`src/core/accel_fifo_pkg.sv`:
```
// Purpose: Shared constants for the accelerometer sample buffer and its host reader.
// Assumes: One 200 MHz clock drives both ends of the register link.
// Notes: Register link is a byte-wide parallel stand-in for the serial port.
package accel_fifo_pkg;

  // ==========================================================================
  // Buffer geometry
  // ==========================================================================
  localparam int DEPTH = 32;
  localparam int PTR_W = 5;
  localparam int CNT_W = 6;
  localparam int AXIS_W = 16;
  localparam int SAMPLE_W = 48;
  localparam int HOST_DEPTH = 16;

  // ==========================================================================
  // Register addresses and fields
  // ==========================================================================
  localparam logic [7:0] ADDR_SRC = 8'h30;
  localparam logic [7:0] ADDR_X0 = 8'h32;
  localparam logic [7:0] ADDR_Z1 = 8'h37;
  localparam logic [7:0] ADDR_CTL = 8'h38;
  localparam logic [7:0] ADDR_STAT = 8'h39;
  localparam int CTL_MODE_POS = 6;
  localparam int CTL_TRIG_POS = 5;
  localparam int CTL_SAMPLES_W = 5;
  localparam logic [7:0] CTL_RESET = 8'h00;
  localparam int STAT_TRIG_POS = 7;
  localparam int SRC_WM_POS = 1;
  localparam int SRC_OVR_POS = 0;

  // Mode field encodings.
  localparam logic [1:0] MODE_BYPASS = 2'h0;
  localparam logic [1:0] MODE_FIFO = 2'h1;
  localparam logic [1:0] MODE_STREAM = 2'h2;
  localparam logic [1:0] MODE_TRIGGER = 2'h3;

  // ==========================================================================
  // Timing
  // ==========================================================================
  localparam int CLK_MHZ = 200;
  localparam int POP_DELAY_NS = 5000;
  localparam int TRIG_DELAY_NS = 5000;
  localparam int POP_CYC = (POP_DELAY_NS * CLK_MHZ + 999) / 1000;
  localparam int TRIG_CYC = (TRIG_DELAY_NS * CLK_MHZ + 999) / 1000;
  localparam int TIMER_W = 11;

endpackage

```
`src/core/accel_link_if.sv`:
```
// Purpose: Register link between the sample buffer and the host reader.
// Assumes: Both ends run on clk_sys; read data returns one cycle after the request.
// Notes: Chip select is active low; the interrupt pins travel device to host.
interface accel_link_if;
  logic cs_b;
  logic rd_en;
  logic wr_en;
  logic [7:0] addr;
  logic [7:0] wdata;
  logic [7:0] rdata;
  logic irq_pin_a;
  logic irq_pin_b;

  modport dev(input cs_b, input rd_en, input wr_en, input addr, input wdata,
              output rdata, output irq_pin_a, output irq_pin_b);
  modport host(output cs_b, output rd_en, output wr_en, output addr, output wdata,
               input rdata, input irq_pin_a, input irq_pin_b);
endinterface

```
`src/core/accel_host_reader.sv`:
```
// Purpose: Host end that configures the sample buffer and drains samples into a local queue.
// Assumes: The device answers a read one cycle after the request on the same clock.
// Notes: One countdown timer enforces both the pop gap and the post-trigger gap.

// Parameterised queue holding fetched samples for the user side.
module sample_queue #(
  parameter int W = 48,
  parameter int D = 16
) (
  input wire logic clk_sys,
  input wire logic rst_b,
  input wire logic in_valid,
  output logic in_ready,
  input wire logic [W-1:0] in_data,
  output logic out_valid,
  input wire logic out_ready,
  output logic [W-1:0] out_data
);
  localparam int AW = $clog2(D);
  localparam int CW = $clog2(D + 1);

  typedef struct packed {
    logic [D-1:0][W-1:0] mem;
    logic [AW-1:0] wp;
    logic [AW-1:0] rp;
    logic [CW-1:0] cnt;
  } q_state_t;

  q_state_t s;
  q_state_t next_s;
  logic do_in;
  logic do_out;

  // Push and pop may coincide; the count only moves when one happens alone.
  always_comb begin
    next_s = s;
    do_in = in_valid && in_ready;
    do_out = out_valid && out_ready;
    if (do_in) begin
      next_s.mem[s.wp] = in_data;
      next_s.wp = AW'((s.wp + 1) % D);
    end
    if (do_out) begin
      next_s.rp = AW'((s.rp + 1) % D);
    end
    if (do_in && !do_out) begin
      next_s.cnt = s.cnt + CW'(1);
    end else if (do_out && !do_in) begin
      next_s.cnt = s.cnt - CW'(1);
    end
  end

  always_ff @(posedge clk_sys or negedge rst_b) begin
    if (!rst_b) begin
      s <= '0;
    end else begin
      s <= next_s;
    end
  end

  assign in_ready = s.cnt != CW'(D);
  assign out_valid = s.cnt != '0;
  assign out_data = s.mem[s.rp];
endmodule

module accel_host_reader (
  input wire logic clk_sys,
  input wire logic rst_b,
  accel_link_if.host link,
  input wire logic cfg_valid,
  input wire logic [1:0] cfg_mode,
  input wire logic cfg_trig_sel,
  input wire logic [4:0] cfg_samples,
  input wire logic rearm,
  input wire logic stat_req,
  input wire logic fetch_req,
  output logic cmd_ready,
  output logic stat_done,
  output logic [5:0] stat_entries,
  output logic stat_triggered,
  output logic smp_valid,
  input wire logic smp_ready,
  output logic [47:0] smp_data
);

  // ==========================================================================
  // State
  // ==========================================================================
  typedef enum logic [2:0] {H_IDLE, H_WRITE, H_READ, H_END, H_STAT} host_st_t;

  typedef struct packed {
    host_st_t st;
    logic cs_b;
    logic rd_en;
    logic wr_en;
    logic [7:0] addr;
    logic [7:0] wdata;
    logic [2:0] idx;
    logic [47:0] cap;
    logic [10:0] timer;
    logic push;
    logic rearm_next;
    logic trig_sel;
    logic pin_q;
    logic stat_done;
    logic [5:0] stat_entries;
    logic stat_trig;
  } host_state_t;

  host_state_t s;
  host_state_t next_s;
  logic q_ready;
  logic pin;

  // Control byte layout for a write.
  function automatic logic [7:0] ctl_byte(input logic [1:0] m, input logic t, input logic [4:0] n);
    return {m, t, n};
  endfunction

  // ==========================================================================
  // Sequencer
  // ==========================================================================
  // Commands wait for idle and an expired timer, which keeps both gaps.
  always_comb begin
    next_s = s;
    next_s.push = 1'b0;
    next_s.stat_done = 1'b0;
    if (s.timer != 11'h000) begin
      next_s.timer = s.timer - 11'h001;
    end
    pin = s.trig_sel ? link.irq_pin_b : link.irq_pin_a;
    next_s.pin_q = pin;
    if (pin && !s.pin_q) begin
      next_s.timer = 11'(accel_fifo_pkg::TRIG_CYC); // RULE9
    end
    unique case (s.st)
      H_IDLE: begin
        if (cmd_ready && (cfg_valid || rearm)) begin
          next_s.st = H_WRITE;
          next_s.cs_b = 1'b0;
          next_s.wr_en = 1'b1;
          next_s.addr = accel_fifo_pkg::ADDR_CTL;
          next_s.rearm_next = !cfg_valid; // RULE10
          next_s.trig_sel = cfg_valid ? cfg_trig_sel : s.trig_sel;
          next_s.wdata = cfg_valid ? ctl_byte(cfg_mode, cfg_trig_sel, cfg_samples)
                         : ctl_byte(accel_fifo_pkg::MODE_BYPASS, s.trig_sel, s.wdata[4:0]); // RULE19
        end else if (cmd_ready && (stat_req || (fetch_req && q_ready))) begin
          next_s.st = stat_req ? H_STAT : H_READ;
          next_s.cs_b = 1'b0;
          next_s.rd_en = 1'b1;
          next_s.addr = stat_req ? accel_fifo_pkg::ADDR_STAT : accel_fifo_pkg::ADDR_X0; // RULE15
          next_s.idx = 3'h0;
        end
      end
      H_WRITE: begin
        next_s.wr_en = 1'b0;
        next_s.cs_b = 1'b1;
        next_s.st = H_IDLE;
        if (s.rearm_next) begin
          next_s.rearm_next = 1'b0;
          next_s.st = H_WRITE;
          next_s.cs_b = 1'b0;
          next_s.wr_en = 1'b1;
          next_s.wdata = ctl_byte(accel_fifo_pkg::MODE_TRIGGER, s.trig_sel, s.wdata[4:0]); // RULE10
        end
      end
      H_READ: begin
        // Byte for the previous address arrives now; the seventh issue is the
        // step to the control byte, which closes the read in the device.
        if (s.idx != 3'h0) begin
          next_s.cap[(s.idx - 3'h1)*8 +: 8] = link.rdata;
        end
        next_s.idx = s.idx + 3'h1;
        next_s.addr = s.addr + 8'h01;
        if (s.idx == 3'h6) begin
          next_s.st = H_END;
          next_s.cs_b = 1'b1; // RULE18
          next_s.rd_en = 1'b0;
          next_s.push = 1'b1;
        end
      end
      H_END: begin
        next_s.st = H_IDLE;
        next_s.timer = 11'(accel_fifo_pkg::POP_CYC); // RULE16
      end
      H_STAT: begin
        next_s.rd_en = 1'b0;
        next_s.idx = 3'h1;
        if (s.idx == 3'h1) begin
          next_s.cs_b = 1'b1;
          next_s.st = H_IDLE;
          next_s.stat_done = 1'b1;
          next_s.stat_entries = link.rdata[5:0];
          next_s.stat_trig = link.rdata[accel_fifo_pkg::STAT_TRIG_POS];
        end
      end
    endcase
  end

  always_ff @(posedge clk_sys or negedge rst_b) begin
    if (!rst_b) begin
      s <= '{st: H_IDLE, cs_b: 1'b1, default: '0};
    end else begin
      s <= next_s;
    end
  end

  // ==========================================================================
  // Queue and outputs
  // ==========================================================================
  sample_queue #(
    .W(accel_fifo_pkg::SAMPLE_W),
    .D(accel_fifo_pkg::HOST_DEPTH)
  ) u_queue (
    .clk_sys(clk_sys),
    .rst_b(rst_b),
    .in_valid(s.push),
    .in_ready(q_ready),
    .in_data(s.cap),
    .out_valid(smp_valid),
    .out_ready(smp_ready),
    .out_data(smp_data)
  );

  assign cmd_ready = s.st == H_IDLE && s.timer == 11'h000;
  assign link.cs_b = s.cs_b;
  assign link.rd_en = s.rd_en;
  assign link.wr_en = s.wr_en;
  assign link.addr = s.addr;
  assign link.wdata = s.wdata;
  assign stat_done = s.stat_done;
  assign stat_entries = s.stat_entries;
  assign stat_triggered = s.stat_trig;

endmodule

```
`src/flat_wrapper.sv`:
```
// flat-port wrapper written by rule: the top's interface ports become plain ports
module accel_host_reader_flat 
  (clk_sys, rst_b, cfg_valid, cfg_mode, cfg_trig_sel, cfg_samples, rearm, stat_req, fetch_req, cmd_ready, stat_done, stat_entries, stat_triggered, smp_valid, smp_ready, smp_data, link_cs_b, link_rd_en, link_wr_en, link_addr, link_wdata, link_rdata, link_irq_pin_a, link_irq_pin_b);
  accel_link_if link_i ();
  input wire logic clk_sys;
  input wire logic rst_b;
  input wire logic cfg_valid;
  input wire logic [1:0] cfg_mode;
  input wire logic cfg_trig_sel;
  input wire logic [4:0] cfg_samples;
  input wire logic rearm;
  input wire logic stat_req;
  input wire logic fetch_req;
  output logic cmd_ready;
  output logic stat_done;
  output logic [5:0] stat_entries;
  output logic stat_triggered;
  output logic smp_valid;
  input wire logic smp_ready;
  output logic [47:0] smp_data;
  output wire logic [$bits(link_i.cs_b)-1:0] link_cs_b;
  output wire logic [$bits(link_i.rd_en)-1:0] link_rd_en;
  output wire logic [$bits(link_i.wr_en)-1:0] link_wr_en;
  output wire logic [$bits(link_i.addr)-1:0] link_addr;
  output wire logic [$bits(link_i.wdata)-1:0] link_wdata;
  input wire logic [$bits(link_i.rdata)-1:0] link_rdata;
  input wire logic [$bits(link_i.irq_pin_a)-1:0] link_irq_pin_a;
  input wire logic [$bits(link_i.irq_pin_b)-1:0] link_irq_pin_b;
  assign link_cs_b = link_i.cs_b;
  assign link_rd_en = link_i.rd_en;
  assign link_wr_en = link_i.wr_en;
  assign link_addr = link_i.addr;
  assign link_wdata = link_i.wdata;
  assign link_i.rdata = link_rdata;
  assign link_i.irq_pin_a = link_irq_pin_a;
  assign link_i.irq_pin_b = link_irq_pin_b;
  accel_host_reader u_core (.clk_sys(clk_sys), .rst_b(rst_b), .link(link_i), .cfg_valid(cfg_valid), .cfg_mode(cfg_mode), .cfg_trig_sel(cfg_trig_sel), .cfg_samples(cfg_samples), .rearm(rearm), .stat_req(stat_req), .fetch_req(fetch_req), .cmd_ready(cmd_ready), .stat_done(stat_done), .stat_entries(stat_entries), .stat_triggered(stat_triggered), .smp_valid(smp_valid), .smp_ready(smp_ready), .smp_data(smp_data));
endmodule
```
`config.mk`:
```
export PLATFORM = sky130hd
export DESIGN_NAME = accel_host_reader_flat
export DESIGN_NICKNAME = d
export VERILOG_FILES = /design/src/core/accel_fifo_pkg.sv /design/src/core/accel_link_if.sv /design/src/core/accel_host_reader.sv /design/src/flat_wrapper.sv
export SDC_FILE = /design/constraint.sdc
export NUM_CORES = 1
export LEC_CHECK = 0
export ABC_AREA = 1
export BUFFER_PORTS_ARGS = -buffer_cell sky130_fd_sc_hd__buf_2
export CORE_MARGIN = 3
export CORE_UTILIZATION = 35
export DETAILED_ROUTE_END_ITERATION = 16
export HOLD_SLACK_MARGIN = 0.02
export PLACE_DENSITY = 0.5
export SYNTH_ARGS = -nofsm -noshare
export SYNTH_HDL_FRONTEND = slang
export SYNTH_HIERARCHICAL = 1
export SYNTH_SLANG_ARGS = --single-unit
```
`constraint.sdc`:
```
create_clock -name clk_sys -period 2.6 [get_ports clk_sys]
set_clock_uncertainty 0.1 [all_clocks]
set_input_delay 0.39 -clock clk_sys [delete_from_list [all_inputs] [get_ports clk_sys]]
set_output_delay 0.39 -clock clk_sys [all_outputs]
set_load 0.005 [all_outputs]
```
==> results_dict.tcl, run 1 <==
set metrics [dict create \
    vias 44700 \
    period_share_pct 115 \
    core_area_um2 130000 \
    synth_edf_count 0 \
    crit_type "reg2out" \
    ys_seq_area_share_pct 47.4 \
    totalWireLength_um 195000 \
    finalWorstSetupSlack_ns -0.401 \
    maxCapViolations 0 \
    critPathArrivalTime_ns 2.51 \
    max_clock_freq_mhz 333 \
    cts.sinks 877 \
    ir_drop_mv 0.740 \
    ant_nets 0 \
    rsz0062_at_grt "true" \
    cts_tree "yes" \
    async_flop_share_pct 100 \
    ys_types 41 \
    initial_core_util_pct 35.5 \
    hp-class "in2async" \
    clk_latency_ns 0.74 \
    htreeDepth 3 \
    violations "negative setup slack" \
    ys.flop_type "dfrtp_1" \
    run_status "finished with violations" \
    clk_pin_slew_ns 0.06 \
    r2r_slack_ns 0.13 \
    rows 132 \
    hold_viol 0 \
    syn_area_um2 46300 \
    drtIter0Drc 5274 \
    grt_pass1_vias 42100 \
    crit_buf_inv 5 \
    leakagePower_uw 0.0291 \
    period_minus_slack_ns 3.00 \
    drv_slew 0 \
    die_w_um 370 \
    end_kind "output port" \
    worst_pin_slew_ns 0.957 \
    ys_seq_elements 877 \
    place_congestion 0.847 \
    antenna_cells 0 \
    postSynthAreaPerCell_um2 7.19 \
    finalSetupViolCount 48 \
    die_height_um 370 \
    grt_pass1_wl_um 286000 \
    hpwl_um 100000 \
    syn_nets 6498 \
    worst_setup_path_start_kind "flip-flop" \
    clockBufferDepth 3 \
    antenna_found_initial 3 \
    fin_hold_ws_ns 0.108 \
    wl_per_cell_um 23.7 \
    overflow 0 \
    slowest_delay_ns 0.43 \
    slowest_stage "dfrtp_4" \
    rr_startpoint "u_core/s[71]$_DFFE_PN0P_" \
    route.detailed.drc 0 \
    p_per_area_nw_per_um2 1070 \
    io_buffer_count 101 \
    cp_cell_sequence "buf_12 > buf_12 > buf_16 > buf_8 > nand2_1 > nand3_1 > nand2_1 > nor2_2 > nand2_2 > nand2_4 > buf_6" \
    vias_per_cell 5.44 \
    numCtsBuffers 107 \
    die-area_um2 137000 \
    root_buffer "clkbuf_16" \
    grt_max_degree 197 \
    finalSetupTns_ns -17.18 \
    drive_gt1_share_pct 14.9 \
    r2r_end "u_core/s[60]$_DFFE_PN0P_" \
    postSynthCellCount 6448 \
    grt.total_usage_pct 27.5 \
    fin_nets 6443 \
    slew_headroom_pct 36.2 \
    crit_fanout 8 \
    cp.required_ns 2.11 \
    cp_top_family "buffers and inverters" \
    worst-r2r-cell-count 17 \
    ys_warn_count 6 \
    area_growth_pct 22.4 \
    drtPass1Iterations 6 \
    ios 102 \
]
worst max path at each step:
stage | start | endpoint | slack (ns) | cells past startpoint
floorplan | u_core/s[71]$_DFFE_PN0P_ | u_core/s[23]$_DFFE_PN0P_ | 0.01 | 12
finish | u_core/u_queue/s[5]$_DFFE_PN0P_ | smp_data[21] | -0.40 | 11
global placement | u_core/s[71]$_DFFE_PN0P_ | u_core/s[56]$_DFFE_PN0P_ | -0.22 | 17
global route | u_core/u_queue/s[5]$_DFFE_PN0P_ | smp_data[14] | -0.50 | 11
CTS | u_core/u_queue/s[5]$_DFFE_PN0P_ | smp_data[22] | -0.47 | 11
detailed placement | u_core/s[71]$_DFFE_PN0P_ | u_core/s[61]$_DFFE_PN0P_ | -0.23 | 17
layer usage:
layer / up-vias / global-route usage (%) / share of wire [%]
met5: - / 0 / 0
li1: 20600 / - / -
met1: 22000 / 39.0 / 44
met2: 1790 / 43.4 / 46
met4: 0 / 8.20 / 3.1
met3: 318 / 4.00 / 7.2
kinds of logic after synthesis:
kind of cell | Yosys count | share of synthesized area (%)
fa+ha+maj | 25 | 0.691
xor+xnor | 10 | 0.189
simple gates | 4446 | 41.5
buf+inv | 992 | 9.13
compound gates | 98 | 1.12
flops | 877 | 47.4
flip-flops by register name, indices dropped and copies added (netlist names):
signal / cells
u_core/s: 69
u_core/stat_triggered: 1
u_core/stat_entries: 6
u_core/link.rd_en: 1
u_core/link.addr: 8
u_core/link.wdata: 8
u_core/stat_done: 1
u_core/link.wr_en: 1
u_core/link.cs_b: 1
u_core/u_queue/s: 781
through the flow:
stage / cells / power, uW / cell area [um^2] / worst slack [ns] / utilization [%]
4_1_cts: 8185 / 58100 / 55200 / -0.468 / 42.3
2_1_floorplan: 6448 / 27900 / 46300 / 0.0141 / -
6_report: 8220 / 60500 / 56700 / -0.401 / 43.5
3_3_place_gp: 7900 / 37400 / 49100 / -0.215 / 37.7
5_1_grt: 8220 / 63300 / 56700 / -0.496 / 43.5
3_5_place_dp: 7900 / 37400 / 49100 / -0.226 / 37.7
power by group:
part / total (uW) / switching (uW) / leakage (uW) / internal (uW)
Sequential: 17800 / 2770 / 0.0119 / 15000
Combinational: 26600 / 16400 / 0.0154 / 10100
Clock: 16100 / 6410 / 0.00183 / 9720
synthesized netlist by cell type (2+ instances only):
master / number / area, um^2
nor3_1: 8 / 40.0
inv_1: 374 / 1400
nand4_1: 778 / 4870
dfrtp_1: 876 / 21900
nor2_1: 338 / 1270
xnor2_1: 5 / 43.8
nor3_2: 2 / 20.0
nor2_2: 18 / 113
ha_1: 24 / 300
buf_1: 42 / 158
nor3_4: 2 / 32.5
buf_2: 221 / 1110
o21ai_1: 10 / 50.1
nand2_2: 5 / 31.3
xor2_1: 5 / 43.8
inv_2: 7 / 26.3
a21oi_1: 14 / 70.1
nand3b_1: 2 / 15.0
buf_4: 57 / 428
or2_2: 2 / 12.5
o21ai_0: 61 / 305
buf_6: 2 / 22.5
nand2_1: 2939 / 11000
a31oi_1: 6 / 37.5
nand3_2: 4 / 40.0
clkbuf_1: 287 / 1080
nand3_1: 344 / 1720
clkinv_1: 2 / 7.51
area by class of cell:
cell class	instances	area (um^2)
fillers	13200	73700
repair inverters	2	40.0
clock buffers	158	3100
clock inverters	36	649
repair buffers	443	5700
inverters	383	1480
well taps	1742	2180
flip-flops and latches	877	22000
multi-input cells	4579	21600
what timing repair did:
item,4_1_cts,5_1_grt
setup buffers,34,19
gates resized for setup,232,291
hold endpoints to repair,499,0
gates cloned,32,25
pin swaps,50,130
hold buffers,25,0
setup endpoints to repair,57,155
cell usage in the layout (no fill, tap or decap), types with 15 or more instances in the layout:
cell	count
nand3_4	19
buf_2	63
clkbuf_1	28
nand3_2	65
ha_1	18
nand2_1	2782
clkbuf_16	130
bufinv_16	15
nor2_4	28
buf_12	72
nand4_1	778
o21ai_0	60
nor2_2	61
clkbuf_8	23
dlygate4sd3_1	25
nand3_1	265
dfrtp_1	870
nand2_2	133
buf_6	56
inv_1	364
nor2_1	268
buf_4	149
buf_16	39
nand2_4	29
No activity file was read; power rests on OpenSTA's default activity.
==> run 2, diff against run 1 <==
--- a/config.mk
+++ b/config.mk
@@ -9,9 +9,10 @@
 export BUFFER_PORTS_ARGS = -buffer_cell sky130_fd_sc_hd__buf_2
 export CORE_MARGIN = 3
 export CORE_UTILIZATION = 35
+export CTS_CLUSTER_SIZE = 40
 export DETAILED_ROUTE_END_ITERATION = 16
 export HOLD_SLACK_MARGIN = 0.02
-export PLACE_DENSITY = 0.5
+export PLACE_DENSITY = 0.49
 export SYNTH_ARGS = -nofsm -noshare
 export SYNTH_HDL_FRONTEND = slang
 export SYNTH_HIERARCHICAL = 1
==> constraint.sdc (replaced) <==
create_clock -name clk_sys -period 3.5 [get_ports clk_sys]
set_clock_uncertainty 0.1 [all_clocks]
set_input_delay 0.525 -clock clk_sys [delete_from_list [all_inputs] [get_ports clk_sys]]
set_output_delay 0.525 -clock clk_sys [all_outputs]
set_load 0.005 [all_outputs]
==> run 2 against run 1 <==
Net effect:
- the run now ends clean
- setup slack improved by 0.46 ns
- die area unchanged
- final cell count decreased by 2.2%
- count of clock-buffer cells in the layout increased by 4
- utilization decreased by 3.5 points
==> results_dict.tcl, run 2 (synthesized netlist as in run 1, its figures left out) <==
set metrics [dict create \
    root_buffer "clkbuf_16" \
    hpwl_um 97000 \
    final_cell_mix "nand2_1 (2934), dfrtp_1 (872), nand4_1 (778)" \
    leakagePower_uw 0.0272 \
    finalSetupViolCount 0 \
    ir_drop_mv 0.525 \
    rsz0062_at_grt "false" \
    finalSetupTns_ns 0 \
    hold_viol 0 \
    cts_tree "yes" \
    area_growth_pct 12.6 \
    clk_latency_ns 0.73 \
    period_minus_slack_ns 3.45 \
    wl_per_cell_um 23.2 \
    largest-register "u_core/u_queue/s" \
    post-route-util_pct 40.0 \
    core_area_um2 130000 \
    final_common_cell "nand2_1" \
    grt_pass1_vias 41300 \
    antenna_found_initial 1 \
    grt_pass1_wl_um 279000 \
    io_buffer_count 101 \
    place_area_um2 48200 \
    fin_hold_ws_ns 0.295 \
    rr_startpoint "u_core/s[72]$_DFFE_PN0P_" \
    clk_pin_slew_ns 0.06 \
    cp.required_ns 2.87 \
    drive_gt1_share_pct 7.70 \
    ant_nets 0 \
    largest_reg_flops 781 \
    vias 43200 \
    max_clock_freq_mhz 290 \
    initial_core_util_pct 35.5 \
    crit_type "reg2out" \
    finalWorstSetupSlack_ns 0.0550 \
    crit_fanout 19 \
    totalWireLength_um 187000 \
    drtIter0Drc 4781 \
    run_status "finished, final reports clean" \
    hp-class "in2async" \
    p_per_area_nw_per_um2 740 \
    cts.sinks 877 \
    dp_slack_ns 0.533 \
    r2r_end "u_core/s[29]$_DFFE_PN0P_" \
    worst-r2r-cell-count 12 \
    end_kind "output port" \
    maxCapViolations 0 \
    htreeDepth 3 \
    clockBufferDepth 3 \
    grt.total_usage_pct 26.8 \
    place_congestion 0.850 \
    design_area_um2 52200 \
    slew_headroom_pct 24.2 \
    drtPass1Iterations 5 \
    worst_setup_path_start_kind "flip-flop" \
    die_height_um 370 \
    numCtsBuffers 106 \
    period_share_pct 98.4 \
    grt_max_degree 186 \
    die-area_um2 137000 \
    ios 102 \
    worst_pin_slew_ns 1.14 \
    r2r_slack_ns 0.53 \
    route.detailed.drc 0 \
    critPathArrivalTime_ns 2.82 \
    die_w_um 370 \
    overflow 0 \
    reg.largest.list "u_core/u_queue/s: 781 flops, u_core/s: 69 flops" \
    vias_per_cell 5.37 \
    fin_nets 6262 \
    drv_slew 0 \
    rows 132 \
]
==> run 2: layout make-up <==
class                   instances  area (um^2)
diodes                          1         2.50
clock buffers                 162         3190
clock inverters                34          364
fillers                     13700        78300
inverters                     383         1480
multi-input cells            4579        20500
flip-flops and latches        877        22000
well taps                    1742         2180
repair buffers                265         2560
==> run 2: layer usage <==
| metal | up-vias | track usage, % | part of all wire (%) |
|---|---|---|---|
| met5 | - | 0 | 0 |
| met4 | 0 | 7.11 | 2.7 |
| met3 | 260 | 3.67 | 6.4 |
| met2 | 1576 | 42.8 | 46 |
| met1 | 21200 | 38.1 | 45 |
| li1 | 20200 | - | - |
==> run 2: repair_timing <==
action / CTS / global route
buffers inserted: 0 / 3
hold buffers: 24 / 0
cloned: 0 / 4
endpoints found under the setup margin: 25 / 40
gates resized for setup: 8 / 15
endpoints found under the hold margin: 56 / 0
==> run 2: power breakdown <==
group          internal (uW)  leakage, uW  switching, uW
registers              11100       0.0119           2240
logic                   3790       0.0135          10100
clock network           6700      0.00177           4720
total                  21600       0.0272          17000
==> run 2: worst max path at each step <==
stage                     cells after the start                       startpoint                  endpoint  slack [ns]
after floorplan                              12         u_core/s[71]$_DFFE_PN0P_  u_core/s[23]$_DFFE_PN0P_        0.85
after global placement                       16         u_core/s[72]$_DFFE_PN0P_  u_core/s[28]$_DFFE_PN0P_        0.55
after detailed placement                     12         u_core/s[72]$_DFFE_PN0P_  u_core/s[29]$_DFFE_PN0P_        0.53
after CTS                                     7  u_core/u_queue/s[8]$_DFFE_PN0P_               smp_data[3]      -0.002
after global routing                          9  u_core/u_queue/s[5]$_DFFE_PN0P_               smp_data[2]       0.003
final                                         7  u_core/u_queue/s[6]$_DFFE_PN0P_               smp_data[5]        0.05
==> run 2: worst max-delay path: stages (launching register included) <==
cell and delay [ns]:
dfrtp_4 0.55, inv_4 0.31, buf_4 0.35, nand3_1 0.13, nand3_1 0.10, nand2_1 0.10, nand2_1 0.29, buf_2 0.23
==> run 2: through the flow <==
step,total power [uW],cells
4_1_cts,38500,8035
6_report,38600,8043
2_1_floorplan,20700,6448
3_5_place_dp,26900,7815
5_1_grt,40700,8042
3_3_place_gp,26900,7815
